## src/shared/cpwm_pkg.sv

```systemverilog
// Shared constants for the configurable PWM / servo output block.
// Assumes a single 200 MHz core clock and a plain strobe register port.
package cpwm_pkg;

    // Clock rate and time base
    localparam int unsigned CLK_HZ = 200_000_000;
    localparam int unsigned US_PER_S = 1_000_000;
    localparam int unsigned CYC_PER_US = CLK_HZ / US_PER_S;

    // Repetition periods in microseconds
    localparam int unsigned T_100HZ_US = 10_000;
    localparam int unsigned T_10HZ_US = 100_000;
    localparam int unsigned T_1HZ_US = 1_000_000;
    localparam int unsigned T_0P1HZ_US = 10_000_000;
    localparam int unsigned T_50HZ_US = 20_000;

    // Servo pulse limits in microseconds
    localparam int unsigned T_SRV_WIDE_MIN_US = 500;
    localparam int unsigned T_SRV_WIDE_MAX_US = 2_500;
    localparam int unsigned T_SRV_NARROW_MIN_US = 1_000;
    localparam int unsigned T_SRV_NARROW_MAX_US = 2_000;

    // Full scale of the percentage value
    localparam logic [6:0] PCT_FULL = 7'h64;
    localparam int unsigned PCT_STEPS = 100;

    // Register offsets
    localparam logic [15:0] OFS_VAL0 = 16'h00F0;
    localparam logic [15:0] OFS_VAL1 = 16'h00F4;
    localparam logic [15:0] OFS_CFG0 = 16'h0124;
    localparam logic [15:0] OFS_CFG1 = 16'h0126;
    localparam logic [15:0] OFS_LO0 = 16'h03E0;
    localparam logic [15:0] OFS_HI0 = 16'h03E4;
    localparam logic [15:0] OFS_LO1 = 16'h03E8;
    localparam logic [15:0] OFS_HI1 = 16'h03EC;

    // Configuration field positions
    localparam int F_RATE_LSB = 0;
    localparam int F_POL = 3;
    localparam int F_SPAN = 4;
    localparam int F_TYPE_LSB = 8;
    localparam int F_MAPOK = 12;
    localparam int F_SRC_LSB = 13;
    localparam int F_SRC_EN = 15;
    localparam logic [15:0] CFG_WMASK = 16'hE71F;

    // Reset values
    localparam logic [15:0] CFG_RST = 16'h0000;
    localparam logic [15:0] VAL_RST = 16'h0000;
    localparam logic [15:0] LO_RST = 16'h0000;
    localparam logic [15:0] HI_RST = 16'hFFFF;

    // Output type and rate codes
    localparam logic [2:0] OT_NULL = 3'h0;
    localparam logic [2:0] OT_ONOFF = 3'h1;
    localparam logic [2:0] OT_PWM = 3'h2;
    localparam logic [2:0] OT_SERVO = 3'h3;
    localparam logic [2:0] RATE_100HZ = 3'h0;
    localparam logic [2:0] RATE_10HZ = 3'h1;
    localparam logic [2:0] RATE_1HZ = 3'h2;
    localparam logic [2:0] RATE_0P1HZ = 3'h3;
    localparam logic [2:0] RATE_50HZ = 3'h4;

endpackage

```

## src/core/cpwm_top.sv

```systemverilog
// Two configurable open-drain outputs with register port and sensor tracking.
// Assumes register strobes and sensor words are synchronous to core_clk.
module cpwm_top
    import cpwm_pkg::*;
#(
    parameter bit TRACK_SUPPORTED = 1'b1,
    parameter int unsigned CYC_100HZ = CYC_PER_US * T_100HZ_US,
    parameter int unsigned CYC_10HZ = CYC_PER_US * T_10HZ_US,
    parameter int unsigned CYC_1HZ = CYC_PER_US * T_1HZ_US,
    parameter int unsigned CYC_0P1HZ = CYC_PER_US * T_0P1HZ_US,
    parameter int unsigned CYC_50HZ = CYC_PER_US * T_50HZ_US,
    parameter int unsigned CYC_WMIN = CYC_PER_US * T_SRV_WIDE_MIN_US,
    parameter int unsigned CYC_WMAX = CYC_PER_US * T_SRV_WIDE_MAX_US,
    parameter int unsigned CYC_NMIN = CYC_PER_US * T_SRV_NARROW_MIN_US,
    parameter int unsigned CYC_NMAX = CYC_PER_US * T_SRV_NARROW_MAX_US
) (
    input wire logic core_clk, // Core clock
    input wire logic srst, // Synchronous reset
    input wire logic [15:0] reg_addr, // Register address
    input wire logic [15:0] reg_wdata, // Write data
    input wire logic reg_wr, // Write strobe
    input wire logic reg_rd, // Read strobe
    output logic [15:0] reg_rdata, // Read data, cycle after strobe
    input wire logic [15:0] sensor_0, // Sensor reading 0
    input wire logic [15:0] sensor_1, // Sensor reading 1
    input wire logic [15:0] sensor_2, // Sensor reading 2
    input wire logic [15:0] sensor_3, // Sensor reading 3
    output logic pin0_out, // Output 0 drive level
    output logic pin0_oe, // Output 0 enable
    output logic pin1_out, // Output 1 drive level
    output logic pin1_oe // Output 1 enable
);

    typedef enum logic [1:0] {SC_PICK, SC_DIV, SC_STORE} cpwm_scst_t;

    logic [15:0] cfg [2];
    logic [15:0] val [2];
    logic [15:0] lo [2];
    logic [15:0] hi [2];
    logic [6:0] trk [2];
    logic [15:0] sens [4];
    logic [1:0] map_on;
    logic [6:0] eff_pct [2];
    logic [15:0] rd_mux;
    logic [1:0] wr_cfg;
    logic [1:0] wr_val;
    logic [1:0] wr_lo;
    logic [1:0] wr_hi;
    cpwm_scst_t sc_st;
    logic sc_ch;
    logic [22:0] sc_num;
    logic [22:0] sc_dsh;
    logic [6:0] sc_q;
    logic [2:0] sc_bit;
    logic [15:0] sc_s;
    logic [15:0] sc_lo;
    logic [15:0] sc_hi;
    logic [15:0] pick_s;
    logic [15:0] pick_lo;
    logic [15:0] pick_hi;

    // Saturate a written value to full scale before it reaches the generator
    function automatic logic [6:0] clamp_pct(input logic [15:0] v);
        clamp_pct = (v > 16'(PCT_FULL)) ? PCT_FULL : v[6:0];
    endfunction

    // Tracking is honoured only when the hardware supports it
    function automatic logic tracked(input logic [15:0] c);
        tracked = TRACK_SUPPORTED && c[F_SRC_EN];
    endfunction

    // Configuration word as software sees it, with the read-only bit merged
    function automatic logic [15:0] cfg_view(input logic [15:0] c);
        cfg_view = (c & CFG_WMASK) | (16'(TRACK_SUPPORTED) << F_MAPOK);
    endfunction

    assign sens[0] = sensor_0;
    assign sens[1] = sensor_1;
    assign sens[2] = sensor_2;
    assign sens[3] = sensor_3;

    // Write decode; only two outputs have configuration words
    assign wr_cfg[0] = reg_wr && (reg_addr == OFS_CFG0);
    assign wr_cfg[1] = reg_wr && (reg_addr == OFS_CFG1);
    assign wr_val[0] = reg_wr && (reg_addr == OFS_VAL0);
    assign wr_val[1] = reg_wr && (reg_addr == OFS_VAL1);
    assign wr_lo[0] = reg_wr && (reg_addr == OFS_LO0);
    assign wr_lo[1] = reg_wr && (reg_addr == OFS_LO1);
    assign wr_hi[0] = reg_wr && (reg_addr == OFS_HI0);
    assign wr_hi[1] = reg_wr && (reg_addr == OFS_HI1);

    // Percent that drives each generator
    assign map_on[0] = tracked(cfg[0]);
    assign map_on[1] = tracked(cfg[1]);
    assign eff_pct[0] = map_on[0] ? trk[0] : clamp_pct(val[0]);
    assign eff_pct[1] = map_on[1] ? trk[1] : clamp_pct(val[1]);

    // Read mux; a tracked value reads back the tracked percent
    assign rd_mux =
        (reg_addr == OFS_CFG0) ? cfg_view(cfg[0]) :
        (reg_addr == OFS_CFG1) ? cfg_view(cfg[1]) :
        (reg_addr == OFS_VAL0) ? (map_on[0] ? 16'(trk[0]) : val[0]) :
        (reg_addr == OFS_VAL1) ? (map_on[1] ? 16'(trk[1]) : val[1]) :
        (reg_addr == OFS_LO0) ? lo[0] :
        (reg_addr == OFS_HI0) ? hi[0] :
        (reg_addr == OFS_LO1) ? lo[1] :
        (reg_addr == OFS_HI1) ? hi[1] : 16'h0000;

    // Register file; writes to the read-only and reserved bits are dropped
    always_ff @(posedge core_clk) begin
        if (srst) begin
            for (int i = 0; i < 2; i++) begin
                cfg[i] <= CFG_RST;
                val[i] <= VAL_RST;
                lo[i] <= LO_RST;
                hi[i] <= HI_RST;
            end
        end else begin
            for (int i = 0; i < 2; i++) begin
                if (wr_cfg[i]) cfg[i] <= reg_wdata & CFG_WMASK;
                if (wr_val[i]) val[i] <= reg_wdata;
                if (wr_lo[i]) lo[i] <= reg_wdata;
                if (wr_hi[i]) hi[i] <= reg_wdata;
            end
        end
    end

    // Read data appears in the cycle after the strobe only
    always_ff @(posedge core_clk) begin
        if (srst) begin
            reg_rdata <= 16'h0000;
        end else begin
            reg_rdata <= reg_rd ? rd_mux : 16'h0000;
        end
    end

    // Scaler inputs for the channel whose turn it is
    assign pick_s = sens[cfg[sc_ch][F_SRC_LSB +: 2]];
    assign pick_lo = lo[sc_ch];
    assign pick_hi = hi[sc_ch];

    // Shared scaler: clamp at the limits, else (s-lo)*100/(hi-lo) by 7-step
    // restoring division. One divider serves both channels in turn, trading
    // a few dozen cycles of tracking lag for area.
    always_ff @(posedge core_clk) begin
        if (srst) begin
            sc_st <= SC_PICK;
            sc_ch <= 1'b0;
            sc_num <= 23'h0;
            sc_dsh <= 23'h0;
            sc_q <= 7'h00;
            sc_bit <= 3'h0;
            sc_s <= 16'h0000;
            sc_lo <= 16'h0000;
            sc_hi <= 16'h0000;
            trk[0] <= 7'h00;
            trk[1] <= 7'h00;
        end else begin
            case (sc_st)
                SC_PICK: begin
                    sc_s <= pick_s;
                    sc_lo <= pick_lo;
                    sc_hi <= pick_hi;
                    if (pick_s <= pick_lo) begin
                        sc_q <= 7'h00;
                        sc_st <= SC_STORE;
                    end else if (pick_s >= pick_hi) begin
                        sc_q <= PCT_FULL;
                        sc_st <= SC_STORE;
                    end else begin
                        sc_num <= 23'(pick_s - pick_lo) * 23'(PCT_STEPS);
                        sc_dsh <= {1'b0, pick_hi - pick_lo, 6'h00};
                        sc_q <= 7'h00;
                        sc_bit <= 3'h6;
                        sc_st <= SC_DIV;
                    end
                end
                SC_DIV: begin
                    if (sc_num >= sc_dsh) begin
                        sc_num <= sc_num - sc_dsh;
                        sc_q[sc_bit] <= 1'b1;
                    end
                    sc_dsh <= sc_dsh >> 1;
                    sc_bit <= sc_bit - 3'h1;
                    if (sc_bit == 3'h0) sc_st <= SC_STORE;
                end
                SC_STORE: begin
                    trk[sc_ch] <= sc_q;
                    sc_ch <= ~sc_ch;
                    sc_st <= SC_PICK;
                end
                default: begin
                    sc_st <= SC_PICK;
                end
            endcase
        end
    end

    // Output generators; type decode lives in the channel
    cpwm_chan #(
        .CYC_100HZ(CYC_100HZ),
        .CYC_10HZ(CYC_10HZ),
        .CYC_1HZ(CYC_1HZ),
        .CYC_0P1HZ(CYC_0P1HZ),
        .CYC_50HZ(CYC_50HZ),
        .CYC_WMIN(CYC_WMIN),
        .CYC_WMAX(CYC_WMAX),
        .CYC_NMIN(CYC_NMIN),
        .CYC_NMAX(CYC_NMAX)
    ) u_chan0 (
        .core_clk(core_clk),
        .srst(srst),
        .otype(cfg[0][F_TYPE_LSB +: 3]),
        .rate(cfg[0][F_RATE_LSB +: 3]),
        .pol(cfg[0][F_POL]),
        .span(cfg[0][F_SPAN]),
        .pct(eff_pct[0]),
        .pin_oe(pin0_oe)
    );

    cpwm_chan #(
        .CYC_100HZ(CYC_100HZ),
        .CYC_10HZ(CYC_10HZ),
        .CYC_1HZ(CYC_1HZ),
        .CYC_0P1HZ(CYC_0P1HZ),
        .CYC_50HZ(CYC_50HZ),
        .CYC_WMIN(CYC_WMIN),
        .CYC_WMAX(CYC_WMAX),
        .CYC_NMIN(CYC_NMIN),
        .CYC_NMAX(CYC_NMAX)
    ) u_chan1 (
        .core_clk(core_clk),
        .srst(srst),
        .otype(cfg[1][F_TYPE_LSB +: 3]),
        .rate(cfg[1][F_RATE_LSB +: 3]),
        .pol(cfg[1][F_POL]),
        .span(cfg[1][F_SPAN]),
        .pct(eff_pct[1]),
        .pin_oe(pin1_oe)
    );

    // Open-drain pins only ever pull low; the level flop stays at zero
    always_ff @(posedge core_clk) begin
        if (srst) begin
            pin0_out <= 1'b0;
            pin1_out <= 1'b0;
        end else begin
            pin0_out <= 1'b0;
            pin1_out <= 1'b0;
        end
    end
endmodule // cpwm_top

```

## src/core/cpwm_chan.sv

```systemverilog
// One output channel: frame counter, pulse width and open-drain pin enable.
// Assumes type, rate and percent arrive from registers on the core clock.
module cpwm_chan
    import cpwm_pkg::*;
#(
    parameter int unsigned CYC_100HZ = CYC_PER_US * T_100HZ_US,
    parameter int unsigned CYC_10HZ = CYC_PER_US * T_10HZ_US,
    parameter int unsigned CYC_1HZ = CYC_PER_US * T_1HZ_US,
    parameter int unsigned CYC_0P1HZ = CYC_PER_US * T_0P1HZ_US,
    parameter int unsigned CYC_50HZ = CYC_PER_US * T_50HZ_US,
    parameter int unsigned CYC_WMIN = CYC_PER_US * T_SRV_WIDE_MIN_US,
    parameter int unsigned CYC_WMAX = CYC_PER_US * T_SRV_WIDE_MAX_US,
    parameter int unsigned CYC_NMIN = CYC_PER_US * T_SRV_NARROW_MIN_US,
    parameter int unsigned CYC_NMAX = CYC_PER_US * T_SRV_NARROW_MAX_US
) (
    input wire logic core_clk, // Core clock
    input wire logic srst, // Synchronous reset
    input wire logic [2:0] otype, // Output type
    input wire logic [2:0] rate, // Rate code
    input wire logic pol, // Active state
    input wire logic span, // Servo span select
    input wire logic [6:0] pct, // Effective percent
    output logic pin_oe // Pin pulled low when high
);

    // Spans kept whole; dividing after the product avoids a zero step on short spans
    localparam logic [31:0] WSPAN = 32'(CYC_WMAX - CYC_WMIN);
    localparam logic [31:0] NSPAN = 32'(CYC_NMAX - CYC_NMIN);

    logic [31:0] cnt;
    logic [31:0] hi_lat;
    logic [31:0] period;
    logic [31:0] pwm_step;
    logic [31:0] next_hi;
    logic wrap;
    logic active;

    // Frame length: servo knows only the 100 Hz and 50 Hz frames
    assign period = (otype == OT_SERVO) ?
        ((rate == RATE_50HZ) ? 32'(CYC_50HZ) : 32'(CYC_100HZ)) :
        (rate == RATE_10HZ) ? 32'(CYC_10HZ) :
        (rate == RATE_1HZ) ? 32'(CYC_1HZ) :
        (rate == RATE_0P1HZ) ? 32'(CYC_0P1HZ) : 32'(CYC_100HZ);
    assign pwm_step = period / PCT_STEPS;

    // Width of the next pulse, latched only at frame end to avoid runt pulses
    assign next_hi = (otype == OT_SERVO) ?
        (span ? 32'(CYC_WMIN) + (32'(pct) * WSPAN) / PCT_STEPS
              : 32'(CYC_NMIN) + (32'(pct) * NSPAN) / PCT_STEPS) :
        32'(pct) * pwm_step;
    assign wrap = (cnt >= period - 32'h1);
    assign active = (otype == OT_ONOFF) ? (pct != 7'h00) :
        ((otype == OT_PWM) || (otype == OT_SERVO)) && (cnt < hi_lat);

    // Frame counter, idle outside the timed modes
    always_ff @(posedge core_clk) begin
        if (srst || (otype != OT_PWM && otype != OT_SERVO)) begin
            cnt <= 32'h0;
            hi_lat <= 32'h0;
        end else if (wrap) begin
            cnt <= 32'h0;
            hi_lat <= next_hi;
        end else begin
            cnt <= cnt + 32'h1;
        end
    end

    // Open-drain drive: active high releases the pin, active low pulls it
    always_ff @(posedge core_clk) begin
        if (srst) begin
            pin_oe <= 1'b0;
        end else begin
            pin_oe <= (otype != OT_NULL) && (active ^ pol);
        end
    end
endmodule // cpwm_chan

```

## config.mk

```make
export PLATFORM = sky130hd
export DESIGN_NAME = cpwm_top
export DESIGN_NICKNAME = d
export VERILOG_FILES = /design/src/shared/cpwm_pkg.sv /design/src/core/cpwm_top.sv /design/src/core/cpwm_chan.sv
export SDC_FILE = /design/constraint.sdc
export NUM_CORES = 2
export LEC_CHECK = 0
export BUFFER_PORTS_ARGS = -buffer_cell sky130_fd_sc_hd__buf_2
export CAP_MARGIN = 0
export CORE_MARGIN = 3
export CORE_UTILIZATION = 55
export CTS_CLUSTER_SIZE = 16
export DETAILED_ROUTE_END_ITERATION = 8
export GPL_ROUTABILITY_DRIVEN = 1
export HOLD_SLACK_MARGIN = 0.08
export PLACE_DENSITY_LB_ADDON = 0.3
export SYNTH_ARGS = -nofsm -noshare
export SYNTH_HDL_FRONTEND = slang
export SYNTH_SLANG_ARGS = --single-unit
export TNS_END_PERCENT = 50
```

## constraint.sdc

```tcl
create_clock -name core_clk -period 26.4 [get_ports core_clk]
set_clock_uncertainty 0.1 [all_clocks]
set_input_delay 1.32 -clock core_clk [delete_from_list [all_inputs] [get_ports core_clk]]
set_output_delay 1.32 -clock core_clk [all_outputs]
set_load 0.02 [all_outputs]
```

==> flow_metrics.env <==
export IMPL_seq_area_frac_synth=0.162
export IMPL_timing_final_max_slew_violations=0
export IMPL_worst_hold_slack_ps=356
export IMPL_min_delay_start="u_chan0.hi_lat[5]"
export IMPL_worst_path_max_fanout=23
export IMPL_arrival_time_of_data_at_the_critical_path_endpoint_ps=24750
export IMPL_min_delay_path_depth=2
export IMPL_critical_path_reg2reg_startpoint="cfg[1][10]"
export IMPL_nature_of_the_critical_path_endpoint="flip-flop"
export IMPL_ys_ff_latch=337
export IMPL_yosysWarnings=0
export IMPL_die_area_um2=94300
export IMPL_synth_enable_flop_cells=132
export IMPL_worst_r2r_endpoint="u_chan1.hi_lat[0]"
export IMPL_drv_cap=0
export IMPL_areaGrowthSynthToFinish_pct=6.25
export IMPL_finalWirelength_mm=136
export IMPL_drtPass1Iterations=8
export IMPL_yosysUniqueCellTypes=148
export IMPL_clockBufferDepth=3
export IMPL_antenna_found_initial=4
export IMPL_fin_nets=7099
export IMPL_critical_path_slowest_cell="sky130_fd_sc_hd__a31oi_1"
export IMPL_detailroute_via_count=46307
export IMPL_wl_per_cell_um=18.3
export IMPL_fill_cells=8132
export IMPL_detailed_place_hpwl_mm=105
export IMPL_critical_path_top_cell_by_count="sky130_fd_sc_hd__ha_1"
export IMPL_timing_final_hold_violations=0
export IMPL_grt_pass1_wl_mm=225
export IMPL_place_area_um2=51600
export IMPL_ioPinCount=120
export IMPL_reg2reg_slack_ps=2030
export IMPL_largest_net_degree_at_the_start_of_global_routing=69
export IMPL_initial_core_util=0.559
export IMPL_coreArea_um2=89200
export IMPL_synth_async_sr_flop_share=0
export IMPL_clk_transition_reported_paths_ps=60
export IMPL_rows=109
export IMPL_post_route_period_util=0.923
export IMPL_antenna_left=0
export IMPL_status="complete, no violations"
export IMPL_die_height_um=307
export IMPL_timing_hold_worst_endpoint="u_chan0.hi_lat[5]"
export IMPL_setup_tns_final_ps=0
export IMPL_critical_path_class="flip-flop to flip-flop"
export IMPL_worstSkewPairLatency_ps=590
export IMPL_maxSlewHeadroom=0.220
export IMPL_clk_root_buffer_cell="sky130_fd_sc_hd__clkbuf_16"
export IMPL_numCtsBuffers=41
export IMPL_max_slew_worst_pin_slew_ps=1170
export IMPL_synthesized_area_um2=49900
export IMPL_post_cts_setup_buffers=0
export IMPL_post_drt_via_cell_ratio=6.21
export IMPL_drc=0
export IMPL_unrepaired_setup_endpoints_after_global_routing="false"
export IMPL_cts_tree="done"
export IMPL_setup_viol_count_final=0
export IMPL_global_route_usage_total=0.283
export IMPL_final_area_um2=53000
export IMPL_postSynth_topFlopCell="sky130_fd_sc_hd__dfxtp_1"
export IMPL_synthesized_area_divided_by_synthesized_cell_count_um2=7.98
export IMPL_final_layout_size_suffix_gt1_frac=0.0813
export IMPL_maxClockFrequency_ghz=0.0410
export IMPL_overflow=0
export IMPL_chipWidth_um=307
export IMPL_layout_commonest_cell="sky130_fd_sc_hd__nand2_1"
export IMPL_port_buffers=117
export IMPL_vias_in_the_first_global_route=44262
export IMPL_timing_critical_path_from_type="flip-flop"
export IMPL_cp_required_ps=26780
export IMPL_worst_reg2reg_path_length_in_cells=74
export IMPL_drt_first_iter_violations=4012
export IMPL_min_period_ps=24370
export IMPL_htree_num_levels=2
export IMPL_crit_path_max_incr_delay_ps=870
export IMPL_globalplace_congestion=0.908
export IMPL_min_path_type="flip-flop to flip-flop"
export IMPL_cts_sinks=337
export IMPL_most_common_layout_cells="sky130_fd_sc_hd__nand2_1 (652), sky130_fd_sc_hd__inv_1 (648), sky130_fd_sc_hd__nor2_1 (525)"
export IMPL_syn_inst=6245
## state kept, by name, summed over array words and instances (netlist names), 3 cells and up, named ones only
signal          count
u_chan0.hi_lat     32
u_chan1.hi_lat     32
reg_rdata          16
u_chan0.cnt        32
cfg                22
sc_num             23
trk                14
sc_q                7
lo                 32
u_chan1.cnt        32
val                32
sc_dsh             22
hi                 32
sc_bit              3
## area by class of cell
type / instances / area (um2) / share of cell area
Multi-Input combinational cell: 5035 / 38500 / 0.727
Sequential cell: 337 / 8070 / 0.152
Inverter: 660 / 2480 / 0.0468
Tap cell: 1165 / 1460 / 0.0275
Clock buffer: 53 / 1160 / 0.0220
Timing Repair Buffer: 180 / 1060 / 0.0200
Clock inverter: 23 / 235 / 0.00444
Antenna cell: 1 / 2.50 / 0.0000472
## stage by stage
step | instances | util | setup slack, ps
detailed placement | 7377 | 0.578 | 2110
finish | 7454 | 0.594 | 2030
global route | 7453 | 0.594 | 13.5
floorplan | 6275 | - | 6730
CTS | 7453 | 0.594 | 2040
global placement | 7377 | 0.578 | 2760
## worst max-delay path, delay by kind of cell, from the launching register on
kind	cells	cell delay, ps
DFF	1	700
buffers and inverters	5	1150
adders and majority gates	10	3540
muxes	5	1530
xor gates and xnor gates	1	190
AOI/OAI and AO/OA	29	9140
and+or+nand+nor	24	7850
## repair_timing
action,in CTS,in global routing
gates resized for setup,0,1
hold endpoints to repair,0,0
hold buffers,0,0
endpoints found under the setup margin,0,1
## kinds of logic (layout without fill, tap and decap cells)
logic type | count (synthesis) | count (layout) | share of synthesized area
AOI/OAI and AO/OA | 1703 | 1703 | 0.240
xor gates and xnor gates | 325 | 325 | 0.0578
adders and majority gates | 754 | 754 | 0.228
buffers and inverters | 903 | 916 | 0.0700
DFF | 337 | 337 | 0.162
muxes | 173 | 173 | 0.0443
other | 2 | 33 | 0.000151
and+or+nand+nor | 2048 | 2048 | 0.198
## Yosys cell counts (17+ instances only)
| library cell | instances | area, um2 |
|---|---|---|
| sky130_fd_sc_hd__a211o_1 | 19 | 166 |
| sky130_fd_sc_hd__a211oi_1 | 133 | 998 |
| sky130_fd_sc_hd__a21o_1 | 108 | 811 |
| sky130_fd_sc_hd__a21oi_1 | 426 | 2130 |
| sky130_fd_sc_hd__a221oi_1 | 28 | 245 |
| sky130_fd_sc_hd__a22oi_1 | 30 | 225 |
| sky130_fd_sc_hd__a31oi_1 | 59 | 369 |
| sky130_fd_sc_hd__and2_1 | 113 | 707 |
| sky130_fd_sc_hd__and3_1 | 52 | 325 |
| sky130_fd_sc_hd__buf_2 | 46 | 230 |
| sky130_fd_sc_hd__clkbuf_1 | 173 | 649 |
| sky130_fd_sc_hd__dfxtp_1 | 205 | 4100 |
| sky130_fd_sc_hd__edfxtp_1 | 132 | 3960 |
| sky130_fd_sc_hd__fa_1 | 261 | 5230 |
| sky130_fd_sc_hd__ha_1 | 483 | 6040 |
| sky130_fd_sc_hd__inv_1 | 648 | 2430 |
| sky130_fd_sc_hd__mux2_2 | 34 | 383 |
| sky130_fd_sc_hd__mux2i_1 | 99 | 991 |
| sky130_fd_sc_hd__mux4_2 | 32 | 721 |
| sky130_fd_sc_hd__nand2_1 | 652 | 2450 |
| sky130_fd_sc_hd__nand2b_1 | 95 | 594 |
| sky130_fd_sc_hd__nand3_1 | 155 | 776 |
| sky130_fd_sc_hd__nand4_1 | 49 | 307 |
| sky130_fd_sc_hd__nor2_1 | 526 | 1970 |
| sky130_fd_sc_hd__nor2b_1 | 56 | 350 |
| sky130_fd_sc_hd__nor3_1 | 115 | 576 |
| sky130_fd_sc_hd__nor4_1 | 46 | 288 |
| sky130_fd_sc_hd__o211ai_1 | 63 | 473 |
| sky130_fd_sc_hd__o21a_1 | 36 | 270 |
| sky130_fd_sc_hd__o21ai_0 | 251 | 1260 |
| sky130_fd_sc_hd__o21ai_1 | 33 | 165 |
| sky130_fd_sc_hd__o21bai_1 | 86 | 646 |
| sky130_fd_sc_hd__o22a_1 | 17 | 149 |
| sky130_fd_sc_hd__o22ai_1 | 37 | 231 |
| sky130_fd_sc_hd__o31ai_1 | 37 | 278 |
| sky130_fd_sc_hd__or2_2 | 26 | 163 |
| sky130_fd_sc_hd__or3_1 | 32 | 200 |
| sky130_fd_sc_hd__xnor2_1 | 233 | 2040 |
| sky130_fd_sc_hd__xor2_1 | 88 | 771 |
## worst max-delay path by stage
stage | startpoint | endpoint | slack [ps] | depth (start not counted)
2_1_floorplan | cfg[1][10] | u_chan1.hi_lat[0] | 6730 | 80
3_3_place_gp | cfg[1][10] | u_chan1.hi_lat[0] | 2760 | 72
3_5_place_dp | cfg[1][10] | u_chan1.hi_lat[0] | 2110 | 73
4_1_cts | cfg[1][10] | u_chan1.hi_lat[0] | 2040 | 73
5_1_grt | cfg[1][10] | u_chan1.hi_lat[0] | 10 | 73
6_report | cfg[1][10] | u_chan1.hi_lat[0] | 2030 | 74
## per-layer routing
metal  vias up  GRT usage  wire (um)
met1     22231      0.393      61000
met3       201     0.0354       9290
met2      1582      0.466      62600
met4         8     0.0747       3390
met5         -          0         92
li1      22285          -          -
Power is left out: the tool's default activity adds up to more than one toggle a clock period on the data nets, which glitch-free logic cannot reach.
